## config.mk

```make
export PLATFORM = sky130hd
export DESIGN_NAME = programmable_counter_array
export DESIGN_NICKNAME = d
export VERILOG_FILES = /design/src/counter_array_pkg.sv /design/src/programmable_counter_array.sv /design/src/capture_compare_unit.sv
export SDC_FILE = /design/constraint.sdc
export NUM_CORES = 1
export LEC_CHECK = 0
export BUFFER_PORTS_ARGS = -buffer_cell sky130_fd_sc_hd__buf_4
export CAP_MARGIN = 20
export CORE_MARGIN = 4
export CORE_UTILIZATION = 55
export DETAILED_ROUTE_END_ITERATION = 7
export PLACE_DENSITY = 0.73
export SYNTH_ARGS = -nofsm -noshare
export SYNTH_HDL_FRONTEND = slang
export SYNTH_SLANG_ARGS = --single-unit
```

## constraint.sdc

```tcl
create_clock -name clk_sys -period 4.7 [get_ports clk_sys]
set_input_delay 0.47 -clock clk_sys [delete_from_list [all_inputs] [get_ports clk_sys]]
set_output_delay 0.47 -clock clk_sys [all_outputs]
set_load 0.05 [all_outputs]
```

## src/counter_array_pkg.sv

```systemverilog
// Purpose: Shared constants and types for the programmable counter array.
// Assumes: APB slave, 32-bit data, one word per register.
// Notes:   Offsets, field positions, reset values and counts live here.
package counter_array_pkg;

  localparam int NUM_MODULES      = 6;
  localparam int WATCHDOG_MODULE  = 5;
  localparam int COUNT_WIDTH      = 16;

  // Register byte offsets
  localparam logic [7:0] OFS_CONTROL  = 8'h00;
  localparam logic [7:0] OFS_MODE_SEL = 8'h04;
  localparam logic [7:0] OFS_COUNT    = 8'h08;
  localparam logic [7:0] OFS_FLAGS    = 8'h0C;
  localparam logic [7:0] OFS_WDOG     = 8'h10;
  localparam logic [7:0] OFS_MOD_BASE = 8'h20;
  localparam logic [7:0] OFS_CMP_BASE = 8'h40;

  // Control register fields
  localparam int CTL_RUN_BIT    = 0;
  localparam int CTL_SRC_LSB    = 1;
  localparam int CTL_SRC_WIDTH  = 3;
  localparam int CTL_IDLE_BIT   = 4;

  // Watchdog register fields
  localparam int WD_ENABLE_BIT  = 0;
  localparam int WD_LOCK_BIT    = 1;
  localparam int WD_KICK_BIT    = 2;
  localparam logic [31:0] WD_KICK_KEY = 32'h0000_00A5;

  // Counter clock prescale counts
  localparam int DIV_SYS_12     = 12;
  localparam int DIV_SYS_4      = 4;
  localparam int DIV_EXT_OSC_8  = 8;

  localparam logic [15:0] COUNT_RESET = 16'h0000;
  localparam logic [15:0] WD_RELOAD_RESET = 16'hFFFF;

  typedef enum logic [2:0] {
    SRC_SYS_DIV12,
    SRC_SYS_DIV4,
    SRC_TIMER0_OVF,
    SRC_EXT_COUNT,
    SRC_SYS_CLK,
    SRC_EXT_OSC_DIV8
  } clock_source_type;

  typedef enum logic [2:0] {
    MODE_OFF,
    MODE_CAPTURE,
    MODE_SW_TIMER,
    MODE_HS_OUTPUT,
    MODE_PWM8,
    MODE_PWM16,
    MODE_FREQ_OUT
  } module_mode_type;

  // Module mode register fields
  localparam int MOD_MODE_LSB   = 0;
  localparam int MOD_RISE_BIT   = 3;
  localparam int MOD_FALL_BIT   = 4;

endpackage : counter_array_pkg

```

## src/programmable_counter_array.sv

```systemverilog
// Purpose: Programmable counter array with shared time base, six modules
//          and a watchdog on the last module, reached over APB.
// Assumes: Pin inputs synchronous to clk_sys except the external inputs,
//          which pass a two-stage synchroniser.
// Notes:   No interrupt logic; flags are sticky, cleared by writing one.
`timescale 1ns/1ps
`default_nettype none
module programmable_counter_array
  import counter_array_pkg::*;
(
  // Clock and reset
  input  wire logic                    clk_sys,
  input  wire logic                    rst,
  input  wire logic                    power_on_reset,
  // APB slave
  input  wire logic                    psel,
  input  wire logic                    penable,
  input  wire logic                    pwrite,
  input  wire logic [7:0]              paddr,
  input  wire logic [31:0]             pwdata,
  output logic                         pready,
  output logic [31:0]                  prdata,
  output logic                         pslverr,
  // System inputs
  input  wire logic                    timer0_overflow,
  input  wire logic                    debug_halt,
  input  wire logic                    external_count_input,
  input  wire logic                    ext_osc_clock,
  // Crossbar-routed module pins
  input  wire logic [counter_array_pkg::NUM_MODULES-1:0] module_pin_in,
  output logic [counter_array_pkg::NUM_MODULES-1:0]      module_pin_out,
  // Watchdog reset request
  output logic                         watchdog_reset
);
  import counter_array_pkg::*;

  function automatic logic is_mod_addr(input logic [7:0] a, input logic [7:0] base);
    is_mod_addr = (a >= base) && (a < base + 8'(4 * NUM_MODULES)) && (a[1:0] == 2'b00);
  endfunction : is_mod_addr

  // Configuration and status
  logic                    run;
  logic                    idle_stop;
  clock_source_type        source;
  logic [COUNT_WIDTH-1:0]  count;
  logic [NUM_MODULES-1:0]  flags;
  logic                    wd_enable;
  logic                    wd_lock;
  logic                    wd_lock_allowed;
  logic [COUNT_WIDTH-1:0]  wd_reload;
  module_mode_type         mode     [NUM_MODULES];
  logic [1:0]              edge_sel [NUM_MODULES];
  logic [COUNT_WIDTH-1:0]  cmp      [NUM_MODULES];

  logic                    next_run;
  logic                    next_idle_stop;
  clock_source_type        next_source;
  logic [COUNT_WIDTH-1:0]  next_count;
  logic [NUM_MODULES-1:0]  next_flags;
  logic                    next_wd_enable;
  logic                    next_wd_lock;
  logic                    next_wd_lock_allowed;
  logic [COUNT_WIDTH-1:0]  next_wd_reload;
  module_mode_type         next_mode     [NUM_MODULES];
  logic [1:0]              next_edge_sel [NUM_MODULES];
  logic [COUNT_WIDTH-1:0]  next_cmp      [NUM_MODULES];

  // Prescalers and synchronisers
  logic [3:0] div_sys;
  logic [3:0] next_div_sys;
  logic [2:0] div_osc;
  logic [2:0] next_div_osc;
  logic [1:0] eci_sync;
  logic       eci_prev;
  logic [1:0] osc_sync;
  logic       osc_prev;

  // Bus and registered outputs
  logic        next_pready;
  logic [31:0] next_prdata;
  logic        next_pslverr;
  logic        next_watchdog_reset;
  logic [NUM_MODULES-1:0] next_pin_out;

  logic                    tick;
  logic                    eci_rise;
  logic                    osc_rise;
  logic [NUM_MODULES-1:0]  unit_event;
  logic [NUM_MODULES-1:0]  unit_pin;
  logic [COUNT_WIDTH-1:0]  unit_capture [NUM_MODULES];

  wire logic access = psel && penable && !pready;
  wire logic wr     = access && pwrite;
  wire logic [2:0] mod_idx = 3'(paddr[4:2]);

  always_ff @(posedge clk_sys) begin
    if (rst) begin
      eci_sync <= 2'b00;
      osc_sync <= 2'b00;
      eci_prev <= 1'b0;
      osc_prev <= 1'b0;
    end else begin
      eci_sync <= {eci_sync[0], external_count_input};
      osc_sync <= {osc_sync[0], ext_osc_clock};
      eci_prev <= eci_sync[1];
      osc_prev <= osc_sync[1];
    end
  end

  assign eci_rise = eci_sync[1] && !eci_prev;
  assign osc_rise = osc_sync[1] && !osc_prev;

  // Counter clock selection and advance
  always_comb begin
    next_div_sys = div_sys;
    next_div_osc = div_osc;
    tick         = 1'b0;
    if (run && !(idle_stop && debug_halt)) begin
      next_div_sys = (div_sys == 4'(DIV_SYS_12 - 1)) ? 4'h0 : div_sys + 4'h1;
      if (osc_rise) begin
        next_div_osc = div_osc + 3'h1;
      end
      case (source)
        SRC_SYS_DIV12:    tick = (div_sys == 4'h0);
        SRC_SYS_DIV4:     tick = (div_sys[1:0] == 2'(DIV_SYS_4 - 1));
        SRC_TIMER0_OVF:   tick = timer0_overflow;
        SRC_EXT_COUNT:    tick = eci_rise;
        SRC_SYS_CLK:      tick = 1'b1;
        SRC_EXT_OSC_DIV8: tick = osc_rise && (div_osc == 3'(DIV_EXT_OSC_8 - 1));
        default:          tick = 1'b0;
      endcase
    end
    next_count = tick ? count + 16'h0001 : count;
  end

  // Register writes, flags and watchdog
  always_comb begin
    next_run             = run;
    next_idle_stop       = idle_stop;
    next_source          = source;
    next_flags           = flags;
    next_wd_enable       = wd_enable;
    next_wd_lock         = wd_lock;
    next_wd_lock_allowed = wd_lock_allowed && !(wr && paddr != OFS_WDOG);
    next_wd_reload       = wd_reload;
    next_mode            = mode;
    next_edge_sel        = edge_sel;
    next_cmp             = cmp;
    next_watchdog_reset  = 1'b0;
    if (wr) begin
      case (paddr)
        OFS_CONTROL: begin
          next_run       = pwdata[CTL_RUN_BIT];
          next_source    = clock_source_type'(pwdata[CTL_SRC_LSB +: CTL_SRC_WIDTH]);
          next_idle_stop = pwdata[CTL_IDLE_BIT];
        end
        OFS_FLAGS: next_flags = flags & ~pwdata[NUM_MODULES-1:0];
        OFS_WDOG: begin
          if (!wd_lock) begin
            next_wd_enable = pwdata[WD_ENABLE_BIT];
          end
          if (pwdata[WD_LOCK_BIT] && wd_lock_allowed) begin
            next_wd_lock   = 1'b1;
            next_wd_enable = 1'b1;
          end
          if (pwdata[WD_KICK_BIT]) begin
            next_wd_reload = cmp[WATCHDOG_MODULE];
          end
        end
        default: begin
          if (is_mod_addr(paddr, OFS_MOD_BASE)) begin
            next_mode[mod_idx]     = module_mode_type'(pwdata[MOD_MODE_LSB +: 3]);
            next_edge_sel[mod_idx] = {pwdata[MOD_FALL_BIT], pwdata[MOD_RISE_BIT]};
          end else if (is_mod_addr(paddr, OFS_CMP_BASE)) begin
            next_cmp[mod_idx] = pwdata[COUNT_WIDTH-1:0];
          end
        end
      endcase
    end
    next_flags = next_flags | unit_event; // Set wins over clear
    if (wd_enable && tick) begin
      if (wd_reload == 16'h0000) begin
        next_watchdog_reset = 1'b1;
        next_wd_reload      = cmp[WATCHDOG_MODULE];
      end else begin
        next_wd_reload = wd_reload - 16'h0001;
      end
    end
  end

  // Bus answers
  always_comb begin
    next_pready  = access;
    next_pslverr = 1'b0;
    next_prdata  = 32'h0000_0000;
    if (access && !pwrite) begin
      case (paddr)
        OFS_CONTROL:  next_prdata = {27'h0, idle_stop, 3'(source), run};
        OFS_MODE_SEL: next_prdata = 32'(NUM_MODULES);
        OFS_COUNT:    next_prdata = {16'h0000, count};
        OFS_FLAGS:    next_prdata = {26'h0, flags};
        OFS_WDOG:     next_prdata = {wd_reload, 14'h0, wd_lock, wd_enable};
        default: begin
          if (is_mod_addr(paddr, OFS_MOD_BASE)) begin
            next_prdata = {16'h0000, unit_capture[mod_idx]};
          end else if (is_mod_addr(paddr, OFS_CMP_BASE)) begin
            next_prdata = {16'h0000, cmp[mod_idx]};
          end else begin
            next_pslverr = 1'b1;
          end
        end
      endcase
    end else if (wr) begin
      next_pslverr = !(paddr == OFS_CONTROL || paddr == OFS_FLAGS || paddr == OFS_WDOG ||
                       is_mod_addr(paddr, OFS_MOD_BASE) || is_mod_addr(paddr, OFS_CMP_BASE));
    end
  end

  always_ff @(posedge clk_sys) begin
    if (rst) begin
      run             <= 1'b0;
      idle_stop       <= 1'b1;
      source          <= SRC_SYS_DIV12;
      count           <= COUNT_RESET;
      flags           <= '0;
      wd_enable       <= 1'b1;
      wd_lock         <= 1'b0;
      // Only a power-on reset arms the lock; other resets leave it unarmed
      wd_lock_allowed <= power_on_reset;
      wd_reload       <= WD_RELOAD_RESET;
      div_sys         <= 4'h0;
      div_osc         <= 3'h0;
      pready          <= 1'b0;
      prdata          <= 32'h0000_0000;
      pslverr         <= 1'b0;
      watchdog_reset  <= 1'b0;
      module_pin_out  <= '0;
      for (int i = 0; i < NUM_MODULES; i++) begin
        mode[i]     <= (i == WATCHDOG_MODULE) ? MODE_SW_TIMER : MODE_OFF;
        edge_sel[i] <= 2'b00;
        cmp[i]      <= WD_RELOAD_RESET;
      end
    end else begin
      run             <= next_run;
      idle_stop       <= next_idle_stop;
      source          <= next_source;
      count           <= next_count;
      flags           <= next_flags;
      wd_enable       <= next_wd_enable;
      wd_lock         <= next_wd_lock;
      wd_lock_allowed <= power_on_reset ? 1'b1 : next_wd_lock_allowed;
      wd_reload       <= next_wd_reload;
      div_sys         <= next_div_sys;
      div_osc         <= next_div_osc;
      pready          <= next_pready;
      prdata          <= next_prdata;
      pslverr         <= next_pslverr;
      watchdog_reset  <= next_watchdog_reset;
      module_pin_out  <= next_pin_out;
      mode            <= next_mode;
      edge_sel        <= next_edge_sel;
      cmp             <= next_cmp;
    end
  end

  assign next_pin_out = unit_pin;

  for (genvar g = 0; g < NUM_MODULES; g++) begin : g_unit
    capture_compare_unit u_unit (
      .clk_sys       (clk_sys),
      .rst           (rst),
      .tick          (tick),
      .count         (count),
      .mode          (mode[g]),
      .cap_rise      (edge_sel[g][0]),
      .cap_fall      (edge_sel[g][1]),
      .compare_value (cmp[g]),
      .pin_in        (module_pin_in[g]),
      .pin_out       (unit_pin[g]),
      .capture_value (unit_capture[g]),
      .event_pulse   (unit_event[g])
    );
  end
endmodule : programmable_counter_array
`default_nettype wire

```

## src/capture_compare_unit.sv

```systemverilog
// Purpose: One capture/compare module driven by the shared time base.
// Assumes: Count tick is a one-cycle enable; pin input synchronous.
// Notes:   Event pulses to the top for flag setting.
`timescale 1ns/1ps
`default_nettype none
module capture_compare_unit
  import counter_array_pkg::*;
(
  // Clock and reset
  input  wire logic                           clk_sys,
  input  wire logic                           rst,
  // Time base
  input  wire logic                           tick,
  input  wire logic [counter_array_pkg::COUNT_WIDTH-1:0] count,
  // Configuration
  input  wire counter_array_pkg::module_mode_type mode,
  input  wire logic                           cap_rise,
  input  wire logic                           cap_fall,
  input  wire logic [counter_array_pkg::COUNT_WIDTH-1:0] compare_value,
  // Pin side
  input  wire logic                           pin_in,
  output logic                                pin_out,
  // Results
  output logic [counter_array_pkg::COUNT_WIDTH-1:0]      capture_value,
  output logic                                event_pulse
);
  logic                   pin_prev;
  logic                   out_level;
  logic [7:0]             freq_count;
  logic                   next_pin_prev;
  logic                   next_out_level;
  logic [7:0]             next_freq_count;
  logic [COUNT_WIDTH-1:0] next_capture_value;
  logic                   next_event;

  always_comb begin
    next_pin_prev      = pin_in;
    next_out_level     = out_level;
    next_freq_count    = freq_count;
    next_capture_value = capture_value;
    next_event         = 1'b0;
    case (mode)
      MODE_CAPTURE: begin
        if ((cap_rise && pin_in && !pin_prev) || (cap_fall && !pin_in && pin_prev)) begin
          next_capture_value = count;
          next_event         = 1'b1;
        end
      end
      MODE_SW_TIMER: begin
        if (tick && count == compare_value) begin
          next_event = 1'b1;
        end
      end
      MODE_HS_OUTPUT: begin
        if (tick && count == compare_value) begin
          next_out_level = !out_level;
          next_event     = 1'b1;
        end
      end
      MODE_PWM8: begin
        next_out_level = (count[7:0] >= compare_value[7:0]);
        if (tick && count[7:0] == 8'hFF) begin
          next_event = 1'b1;
        end
      end
      MODE_PWM16: begin
        next_out_level = (count >= compare_value);
        if (tick && count == 16'hFFFF) begin
          next_event = 1'b1;
        end
      end
      MODE_FREQ_OUT: begin
        if (tick) begin
          if (freq_count == compare_value[7:0]) begin
            next_freq_count = 8'h00;
            next_out_level  = !out_level;
          end else begin
            next_freq_count = freq_count + 8'h01;
          end
        end
      end
      default: begin
        next_out_level  = 1'b0;
        next_freq_count = 8'h00;
      end
    endcase
  end

  always_ff @(posedge clk_sys) begin
    if (rst) begin
      pin_prev      <= 1'b0;
      out_level     <= 1'b0;
      freq_count    <= 8'h00;
      capture_value <= COUNT_RESET;
      event_pulse   <= 1'b0;
    end else begin
      pin_prev      <= next_pin_prev;
      out_level     <= next_out_level;
      freq_count    <= next_freq_count;
      capture_value <= next_capture_value;
      event_pulse   <= next_event;
    end
  end

  assign pin_out = out_level;

endmodule : capture_compare_unit
`default_nettype wire

```

Word level (Yosys, flattened, before mapping)
Index checks and enable logic that the tools add are counted.
{"block": "word_totals", "ff_bits": 388, "input_bits": 56}
{"block": "classes", "add_sub_neg": 10, "order_cmp": 18, "eq_ne": 82, "n_mux": 100, "bitwise_logic": 20, "n_reduce_logical": 140}
{"cell": "16-bit two-way mux", "n": 12}
{"cell": "32-bit one-hot mux with 5 select lines", "n": 1}
{"cell": "16-bit binary-select mux with 3-bit select", "n": 2}
{"cell": "96-bit bitwise mux", "n": 1}
{"cell": "16-bit == test", "n": 6}
{"cell": "16-bit greater-or-equal comparator", "n": 6}
{"cell": "8-bit two-way mux", "n": 12}
{"cell": "8-bit one-hot mux with 2 select lines", "n": 6}
{"cell": "3-bit == test (second input constant)", "n": 21}
{"cell": "1-bit logical AND", "n": 50}
{"cell": "8-bit by 1-bit adder with 8-bit output (second input constant)", "n": 6}
{"cell": "16-bit demux with 3-bit select", "n": 1}
{"cell": "8-bit == test", "n": 6}
{"cell": "8-bit greater-or-equal comparator", "n": 6}
{"cell": "1-bit two-way mux", "n": 43}
{"cell": "3-bit by 2-bit == test with 1-bit output (second input constant)", "n": 14}
{"cell": "5-bit OR reduction", "n": 7}
{"cell": "1-bit one-hot mux with 5 select lines", "n": 6}
{"cell": "2-bit by 1-bit inequality test with 1-bit output (second input constant)", "n": 14}
{"cell": "2-bit AND reduction", "n": 14}
{"cell": "4-bit AND reduction", "n": 7}
{"cell": "2-bit OR reduction", "n": 14}
{"cell": "1-bit zero test", "n": 25}
{"cell": "1-bit one-hot mux with 4 select lines", "n": 6}
{"cell": "43 further kinds", "n": 84}

Logic depth before layout (Yosys ltp)
Gate-level depths: netlist of run 1.
{"block": "logic_depth", "ltp_word": 8, "mapped_depth": 10}

Modules after synthesis
A second synthesis of run 1 with hierarchy kept.
{"block": "hier_totals", "cells_unflattened": 2234, "area_unflattened_um2": 20712.4}
{"mod": "programmable_counter_array", "instances": 1, "cells_per_inst": 1088, "area_each_um2": 10450.0, "seq_area_each_um2": 4524.3}
{"mod": "capture_compare_unit", "instances": 6, "cells_per_inst": 191, "area_each_um2": 1710.4, "seq_area_each_um2": 540.5}

Worst setup path after synthesis of run 1
OpenSTA, ideal clock, no wires.
{"block": "synth_path", "path_type": "reg-to-reg", "startpoint": "register pready", "endpoint": "register cmp[12] (netlist name)", "arrival_time_ns": 2.159, "t_required_ns": 4.580, "setup_slack_ns": 2.421, "stages_incl_launch_ff": 7, "cell_sequence": "dfxtp_1 -> nand4b_1 -> or2_2 -> nor3_1 -> clkbuf_1 -> nor2_1 -> a211o_1"}
{"block": "synth_via", "elab_chain_cells": 4}
{"item": "start, declared", "line": "programmable_counter_array.sv:21", "rtl": "output logic pready,"}
{"item": "start signal, assigned", "line": "programmable_counter_array.sv:255", "rtl": "pready <= next_pready;"}
{"item": "1-bit zero test", "line": "programmable_counter_array.sv:92", "rtl": "wire logic access = psel && penable && !pready;"}
{"item": "1-bit logical AND", "line": "programmable_counter_array.sv:92"}
{"item": "1-bit logical AND", "line": "programmable_counter_array.sv:93", "rtl": "wire logic wr = access && pwrite;"}
{"item": "4-bit AND reduction (no line)"}
{"item": "end signal, assigned", "line": "programmable_counter_array.sv:262", "rtl": "cmp <= next_cmp;"}
{"item": "end, declared", "line": "programmable_counter_array.sv:53", "rtl": "logic [COUNT_WIDTH-1:0] cmp [NUM_MODULES];"}
Every way passes these cells.
A chain may end at the register's enable or synchronous reset.

Final worst setup path of run 1
{"block": "layout_path", "startpoint": "register run", "endpoint": "register wd_reload[3]"}
{"block": "layout_via", "elab_chain_cells": 5}
{"item": "start, declared", "line": "programmable_counter_array.sv:42", "rtl": "logic run;"}
{"item": "start signal, assigned", "line": "programmable_counter_array.sv:244", "rtl": "run <= next_run;"}
{"item": "1-bit logical AND *", "line": "programmable_counter_array.sv:118", "rtl": "if (run && !(idle_stop && debug_halt)) begin"}
{"item": "1-bit two-way mux *", "line": "programmable_counter_array.sv:118"}
{"item": "1-bit logical AND *", "line": "programmable_counter_array.sv:181", "rtl": "if (wd_enable && tick) begin"}
{"item": "2-bit nonzero test (no line)"}
{"item": "3-bit AND reduction (no line)"}
{"item": "end signal, assigned", "line": "programmable_counter_array.sv:252", "rtl": "wd_reload <= next_wd_reload;"}
{"item": "end, declared", "line": "programmable_counter_array.sv:50", "rtl": "logic [COUNT_WIDTH-1:0] wd_reload;"}
Every way passes the cells marked *; elsewhere a longest branch is shown, timed or not.

==> metrics, run 1 <==
fin crit period 3.149 ns; setup tns final 0 ns; Initial Util 55.82%; number of remaining DRC errors 2; WP data arrival 3.60 ns; Slew @ Worst Pin 1.154 ns; Vias per Instance 6.229; Worst path max stage delay 0.82 ns; commonest cells after routing, fill and taps aside dfxtp_1 (388), nor2_1 (331), mux2i_1 (160); crit share post-route 67.01%; gr ovfl total 0; top_reg_cell synth dfxtp_1; most common cell after layout, fill and taps aside dfxtp_1; Placeable Area 0.03661 mm²; largest net degree at the start of global routing 162; outcome finished with violations; antenna-violating nets left 0; CTS tree done; Post-CTS Setup Inserts 0; RSZ-0062 raised after global routing no; initial antenna violation count 1; Util after Layout 62.39%; failing checks DRC; Routed WL per cell 21.39 µm; final std cells w/o fill 2846; IO Port Bufs 80; Fmax 317.5 MHz; CP required 5.15 ns; Startpoint Class register; clock latency on the worst-skew pair 0.57 ns; Die Y-Extent 200.8 µm; Die Wd 200.8 µm; die area 0.04030 mm²; TritonCTS Sinks 388; Placed Cells incl. Taps 2765; Post-Syn Instances 2335; Pre-antenna DRT Iters 8; cts bufs inserted 43; Root Driver clkbuf_16; relative slew slack 22.65%; worst min path class in -> reg; CTS max path bufs 3; layout cells sized above 1 10.81%; synth warn 0; crit end category register; routed via count 17730; critical path class reg -> reg; Max Cap Viol 0; crit path cell chain a21boi_2 > o221a_2 > o2111a_1 > nor2_1 > a2111o_1; Worst Path Max Fanout 26; Clock Skews 0.01394 ns; hold_buf cts 0; total wire length 60890 µm; # H-tree levels 2; worst vdd ir 322.9 µV; number of synthesized flops with an enable pin 0; HPWL Detailed 41680 µm; gp weighted congestion 0.9571; first-pass GRT wire length 94730 µm; Total Power 7.024 mW; area grow syn2layout 11.76%; post-synthesis sequential area ratio 38.01%; Final Hold Fails 0; all-layer global routing usage 29.13%; Final setup viols 0; Cell Rows 70; Boundary Pins 97; Starting DRT DRC Count 1664; PwrDens 307.5 mW/mm²; post-synth cell types 83; asr flop ratio synth 0%; Post-Syn Area 0.02044 mm²; syn nets 2500; vias in the first global route 16960; fin. max-slew vios 0; post-synthesis register bit count 388; Synth Area per Inst 8.752 µm²; nets@finish 2507; CP max-delay cell o2111a_1; clk slew on worst S/H paths 0.06 ns; Static Leak 9.272 nW; post-cts repair resize count 0
==> routing by layer <==
metal	wire (µm)	global-route usage [%]	up-vias
met2	27390	46.94	832
li1	-	-	8300
met4	3230	13.47	0
met1	25290	38.67	8408
met5	0	0	-
met3	4970	4.620	187
==> synth_stat cells (5+ instances only) <==
| library cell | n | area share [%] |
|---|---|---|
| dfxtp_1 | 388 | 38 |
| nor2_1 | 335 | 6.2 |
| mux2i_1 | 160 | 7.8 |
| nand2_1 | 148 | 2.7 |
| a21oi_1 | 125 | 3.1 |
| inv_1 | 125 | 2.3 |
| clkbuf_1 | 117 | 2.1 |
| ha_1 | 109 | 6.7 |
| a211o_1 | 105 | 4.5 |
| o21ai_0 | 90 | 2.2 |
| xor2_1 | 51 | 2.2 |
| nand3_1 | 50 | 1.2 |
| nand4_1 | 50 | 1.5 |
| nor3_1 | 42 | 1.0 |
| xnor2_1 | 39 | 1.7 |
| mux4_2 | 32 | 3.5 |
| nor2b_1 | 31 | 0.95 |
| and2_1 | 23 | 0.70 |
| buf_2 | 19 | 0.47 |
| nor4_1 | 19 | 0.58 |
| a22oi_1 | 17 | 0.62 |
| nand3b_1 | 17 | 0.62 |
| or3_1 | 17 | 0.52 |
| a31oi_1 | 16 | 0.49 |
| nand2b_1 | 14 | 0.43 |
| a211oi_1 | 13 | 0.48 |
| a21o_1 | 12 | 0.44 |
| buf_1 | 12 | 0.22 |
| and3_1 | 10 | 0.31 |
| o21ai_1 | 9 | 0.22 |
| o21bai_1 | 9 | 0.33 |
| and4_1 | 8 | 0.34 |
| or4_1 | 8 | 0.29 |
| o31ai_1 | 7 | 0.26 |
| a221o_1 | 6 | 0.29 |
| nor3b_1 | 6 | 0.22 |
| a221oi_1 | 5 | 0.21 |
| a41oi_1 | 5 | 0.21 |
| nand4b_1 | 5 | 0.21 |
==> final timing paths <==
path	startpoint	end	slack [ns]	depth (start not counted)
worst max-delay path	run	wd_reload[3]	1.55	5
worst min-delay path	external_count_input	eci_sync[0]	0.11	2
worst max register to register	run	wd_reload[3]	1.55	5
worst min register to register	g_unit[5].u_unit.event_pulse	flags[5]	0.45	2
==> critical path, delay by kind of cell, from the launching register on <==
family             cells  cell delay, ns
AOI/OAI and AO/OA      4            2.33
DFF                    1            0.36
and+or+nand+nor        1            0.31
==> flip-flops by register name, indices dropped and copies added, names as in the netlist, 2 cells and up <==
| name | cells |
|---|---|
| count | 16 |
| source | 3 |
| div_sys | 4 |
| flags | 6 |
| g_unit.u_unit.freq_count | 48 |
| edge_sel | 12 |
| cmp | 96 |
| g_unit.u_unit.event_pulse | 6 |
| osc_sync | 2 |
| module_pin_out | 6 |
| mode | 18 |
| g_unit.u_unit.pin_prev | 6 |
| g_unit.u_unit.capture_value | 96 |
| div_osc | 3 |
| g_unit.u_unit.pin_out | 6 |
| eci_sync | 2 |
| prdata | 32 |
| wd_reload | 16 |
==> where the power goes <==
part | internal [mW] | leakage, nW | switching, mW
Combinational | 0.0646 | 5.41 | 0.167
Clock | 2.10 | 0.732 | 1.40
Sequential | 3.30 | 3.13 | 0.00411
Total | 5.46 | 9.27 | 1.57
==> cells by family (layout without fill, tap and decap cells) <==
| kind of cell | Yosys count | count (layout) | share of synthesized area, % |
|---|---|---|---|
| buffers and inverters | 277 | 319 | 5.296 |
| AND/OR/NAND/NOR | 802 | 802 | 18.81 |
| XOR/XNOR | 90 | 90 | 3.857 |
| AO/OA/AOI/OAI | 473 | 473 | 15.77 |
| adder cells (fa/ha/maj) | 109 | 109 | 6.674 |
| other | 0 | 1 | 0 |
| multiplexers | 196 | 196 | 11.58 |
| flip-flops | 388 | 388 | 38.01 |
==> metrics by stage <==
stage	setup slack, ns	instance area [µm²]	hold slack, ns
after detailed placement	1.412	21360	0.4338
after global placement	1.517	21360	0.4261
after floorplan	2.421	20440	0.4130
after global routing	1.350	22840	0.1136
after CTS	1.608	22840	0.09135
final	1.551	22840	0.1086
==> area by class of cell <==
| cell class | instances | area, µm² |
|---|---|---|
| Antenna cell | 1 | 2.502 |
| Clock buffer | 60 | 1260 |
| Clock inverter | 20 | 219.0 |
| Fill cell | 3103 | 13770 |
| Inverter | 126 | 473.0 |
| Multi-Input combinational cell | 1670 | 11660 |
| Sequential cell | 388 | 7767 |
| Tap cell | 468 | 585.6 |
| Timing Repair Buffer | 113 | 868.3 |
Power figures use the tool's default switching activity.
==> run 2: changes to the inputs <==
Settings changed: PLACE_DENSITY 0.73 to 0.75.
Clock period 4.7 ns to 2.65 ns, I/O delays scaled along.
==> run 2 against run 1 <==
  * The flow now finishes without violations
  * Power rose by 72%
  * Cell count rose by 2.8%
  * Register-to-register slack got worse by 1.5 ns
  * Flip-flop and latch count did not move
  * Critical endpoint is now g_unit[5].u_unit.pin_out
  * Largest power group is now sequential cells
==> metrics, run 2 (same netlist as run 1, synthesis figures left out) <==
relative slew slack 56.11% (+33 points); worst vdd ir 465.8 µV (+44%); nets@finish 2596 (+3.6%); crit share post-route 97.09% (+30 points); cts bufs inserted 42 (-2.3%); routed via count 18250 (+2.9%); initial antenna violation count 0 (-1); Die Wd 200.8 µm (unchanged); Fillers 2965 (-4.4%); Post-CTS Setup Inserts 0 (unchanged); fin. max-slew vios 0 (unchanged); Fmax 388.7 MHz (+22%); outcome finished, final reports clean; Starting DRT DRC Count 1975 (+19%); crit end category register; Boundary Pins 97 (unchanged); die area 0.04030 mm² (unchanged); gp weighted congestion 0.9450 (-1.3%); commonest cells after routing, fill and taps aside dfxtp_1 (388), nor2_1 (330), buf_4 (167); number of remaining DRC errors 0 (-2); all-layer global routing usage 29.20% (+0.067 points); TritonCTS Sinks 388 (unchanged); PwrDens 512.2 mW/mm² (+67%); Startpoint Class register; clk slew on worst S/H paths 0.06 ns (about the same); worst min path class in -> reg; Slew @ Worst Pin 0.6499 ns (-0.5041 ns); largest net degree at the start of global routing 111 (-31%); Worst path max stage delay 0.51 ns (-0.31 ns); HPWL Detailed 43010 µm (+3.2%); Placeable Area 0.03661 mm² (unchanged); area grow syn2layout 15.34%; total wire length 61490 µm (+0.99%); Die Y-Extent 200.8 µm (unchanged); # H-tree levels 2 (unchanged); Ant. Diodes 0 (-1); top flop regs cmp (96), g_unit.u_unit.capture_value (96), g_unit.u_unit.freq_count (48); Static Leak 9.675 nW (+4.3%); final instance area 0.02357 mm² (+3.2%); Worst Path Max Fanout 3 (-88%); CTS max path bufs 3 (unchanged); Max Cap Viol 0 (unchanged); CP required 3.12 ns (-2.03 ns); Vias per Instance 6.236 (+0.12%); most common cell after layout, fill and taps aside dfxtp_1; Initial Util 55.82% (unchanged); Routed WL per cell 21.02 µm (-1.8%); layout cells sized above 1 12.94% (+2.1 points); clock latency on the worst-skew pair 0.58 ns (about the same); vias in the first global route 17460 (+3.0%); IO Port Bufs 80 (unchanged); Hold Path Cell Cnt 2 (unchanged); fin crit period 2.573 ns (-0.5765 ns); Final setup viols 0 (unchanged); crit path cell chain inv_1 > ha_1 > and4_1 > nand4_1 > nor3_1 > a41oi_1 > a21oi_1 > mux2_2; Pre-antenna DRT Iters 6 (-2); WP data arrival 3.04 ns (-0.56 ns); critical path class reg -> reg; setup tns final 0 ns (unchanged); Clock Skews 0.01540 ns (+0.001463 ns); Root Driver clkbuf_16; first-pass GRT wire length 94990 µm (+0.28%); Cell Rows 70 (unchanged); Register-to-Register Path Depth 8 (+3); Final Hold Fails 0 (unchanged); CP max-delay cell dfxtp_1; CTS tree done; antenna-violating nets left 0 (unchanged); gr ovfl total 0 (unchanged); Post-DP Area 0.02200 mm² (+3.0%)
run 2: cell count changes in the layout (fill, tap and decap cells not counted), sizes merged:
cell,delta
buf,+68
dlygate4sd3,+22
clkbuf,-7
bufinv,-1
diode,-1
inv,-1
run 2: critical path, delay by kind of cell (launching register included):
kind	cells	cell delay, ns
AND/OR/NAND/NOR	3	0.81
flip-flops	1	0.51
AO/OA/AOI/OAI	2	0.37
multiplexers	1	0.34
adder cells (fa/ha/maj)	1	0.31
buffers and inverters	1	0.11
run 2: final cells by class:
class	count	area [µm²]	share of cell area, %
sequential	388	7767	32.95
timing repair buffer	203	1749	7.421
clock buffer	53	1132	4.804
inverter	126	473.0	2.006
clock inverter	18	195.2	0.8281
tap	468	585.6	2.484
multi-input combinational	1670	11670	49.50
run 2: timing repair:
item / CTS / global route
resized for setup: 0 / 6
endpoints found under the hold margin: 75 / 0
hold buffers: 22 / 0
endpoints found under the setup margin: 0 / 26
run 2: routing by layer:
layer / vias to the layer above / share of wire, % / wire length, µm / GRT usage [%]
met5: - / 0 / 0 / 0
met4: 0 / 5.4 / 3303 / 13.94
met3: 213 / 8.8 / 5388 / 6.090
met2: 889 / 46 / 28180 / 48.14
met1: 8661 / 40 / 24620 / 36.74
li1: 8484 / - / - / -
run 2: where the power goes:
group	leakage [nW]	internal, mW	switching, mW
combinational	5.89	0.153	0.303
clock	0.649	3.32	2.45
sequential	3.13	5.85	0.00666
run 2: final timing paths:
path | startpoint | end | slack, ns
worst max register to register | cmp[14] | g_unit[5].u_unit.pin_out | 0.08
worst min-delay path | rst | edge_sel[9] | 0.09
worst max-delay path | cmp[14] | g_unit[5].u_unit.pin_out | 0.08
worst min register to register | osc_sync[0] | osc_sync[1] | 0.44
run 2: through the flow:
step | power [mW] | setup WS [ns] | cells | utilization, % | hold WS (ns)
6_report | 12.07 | 0.07722 | 2926 | 64.38 | 0.09258
5_1_grt | 12.39 | -0.03325 | 2926 | 64.38 | 0.1108
4_1_cts | 12.15 | 0.02549 | 2926 | 64.33 | 0.08843
3_5_place_dp | 6.400 | 0.03785 | 2833 | 60.11 | 0.4278
3_3_place_gp | 6.395 | 0.07999 | 2833 | 60.11 | 0.4287
2_1_floorplan | 6.205 | 0.3712 | 2335 | - | 0.3718
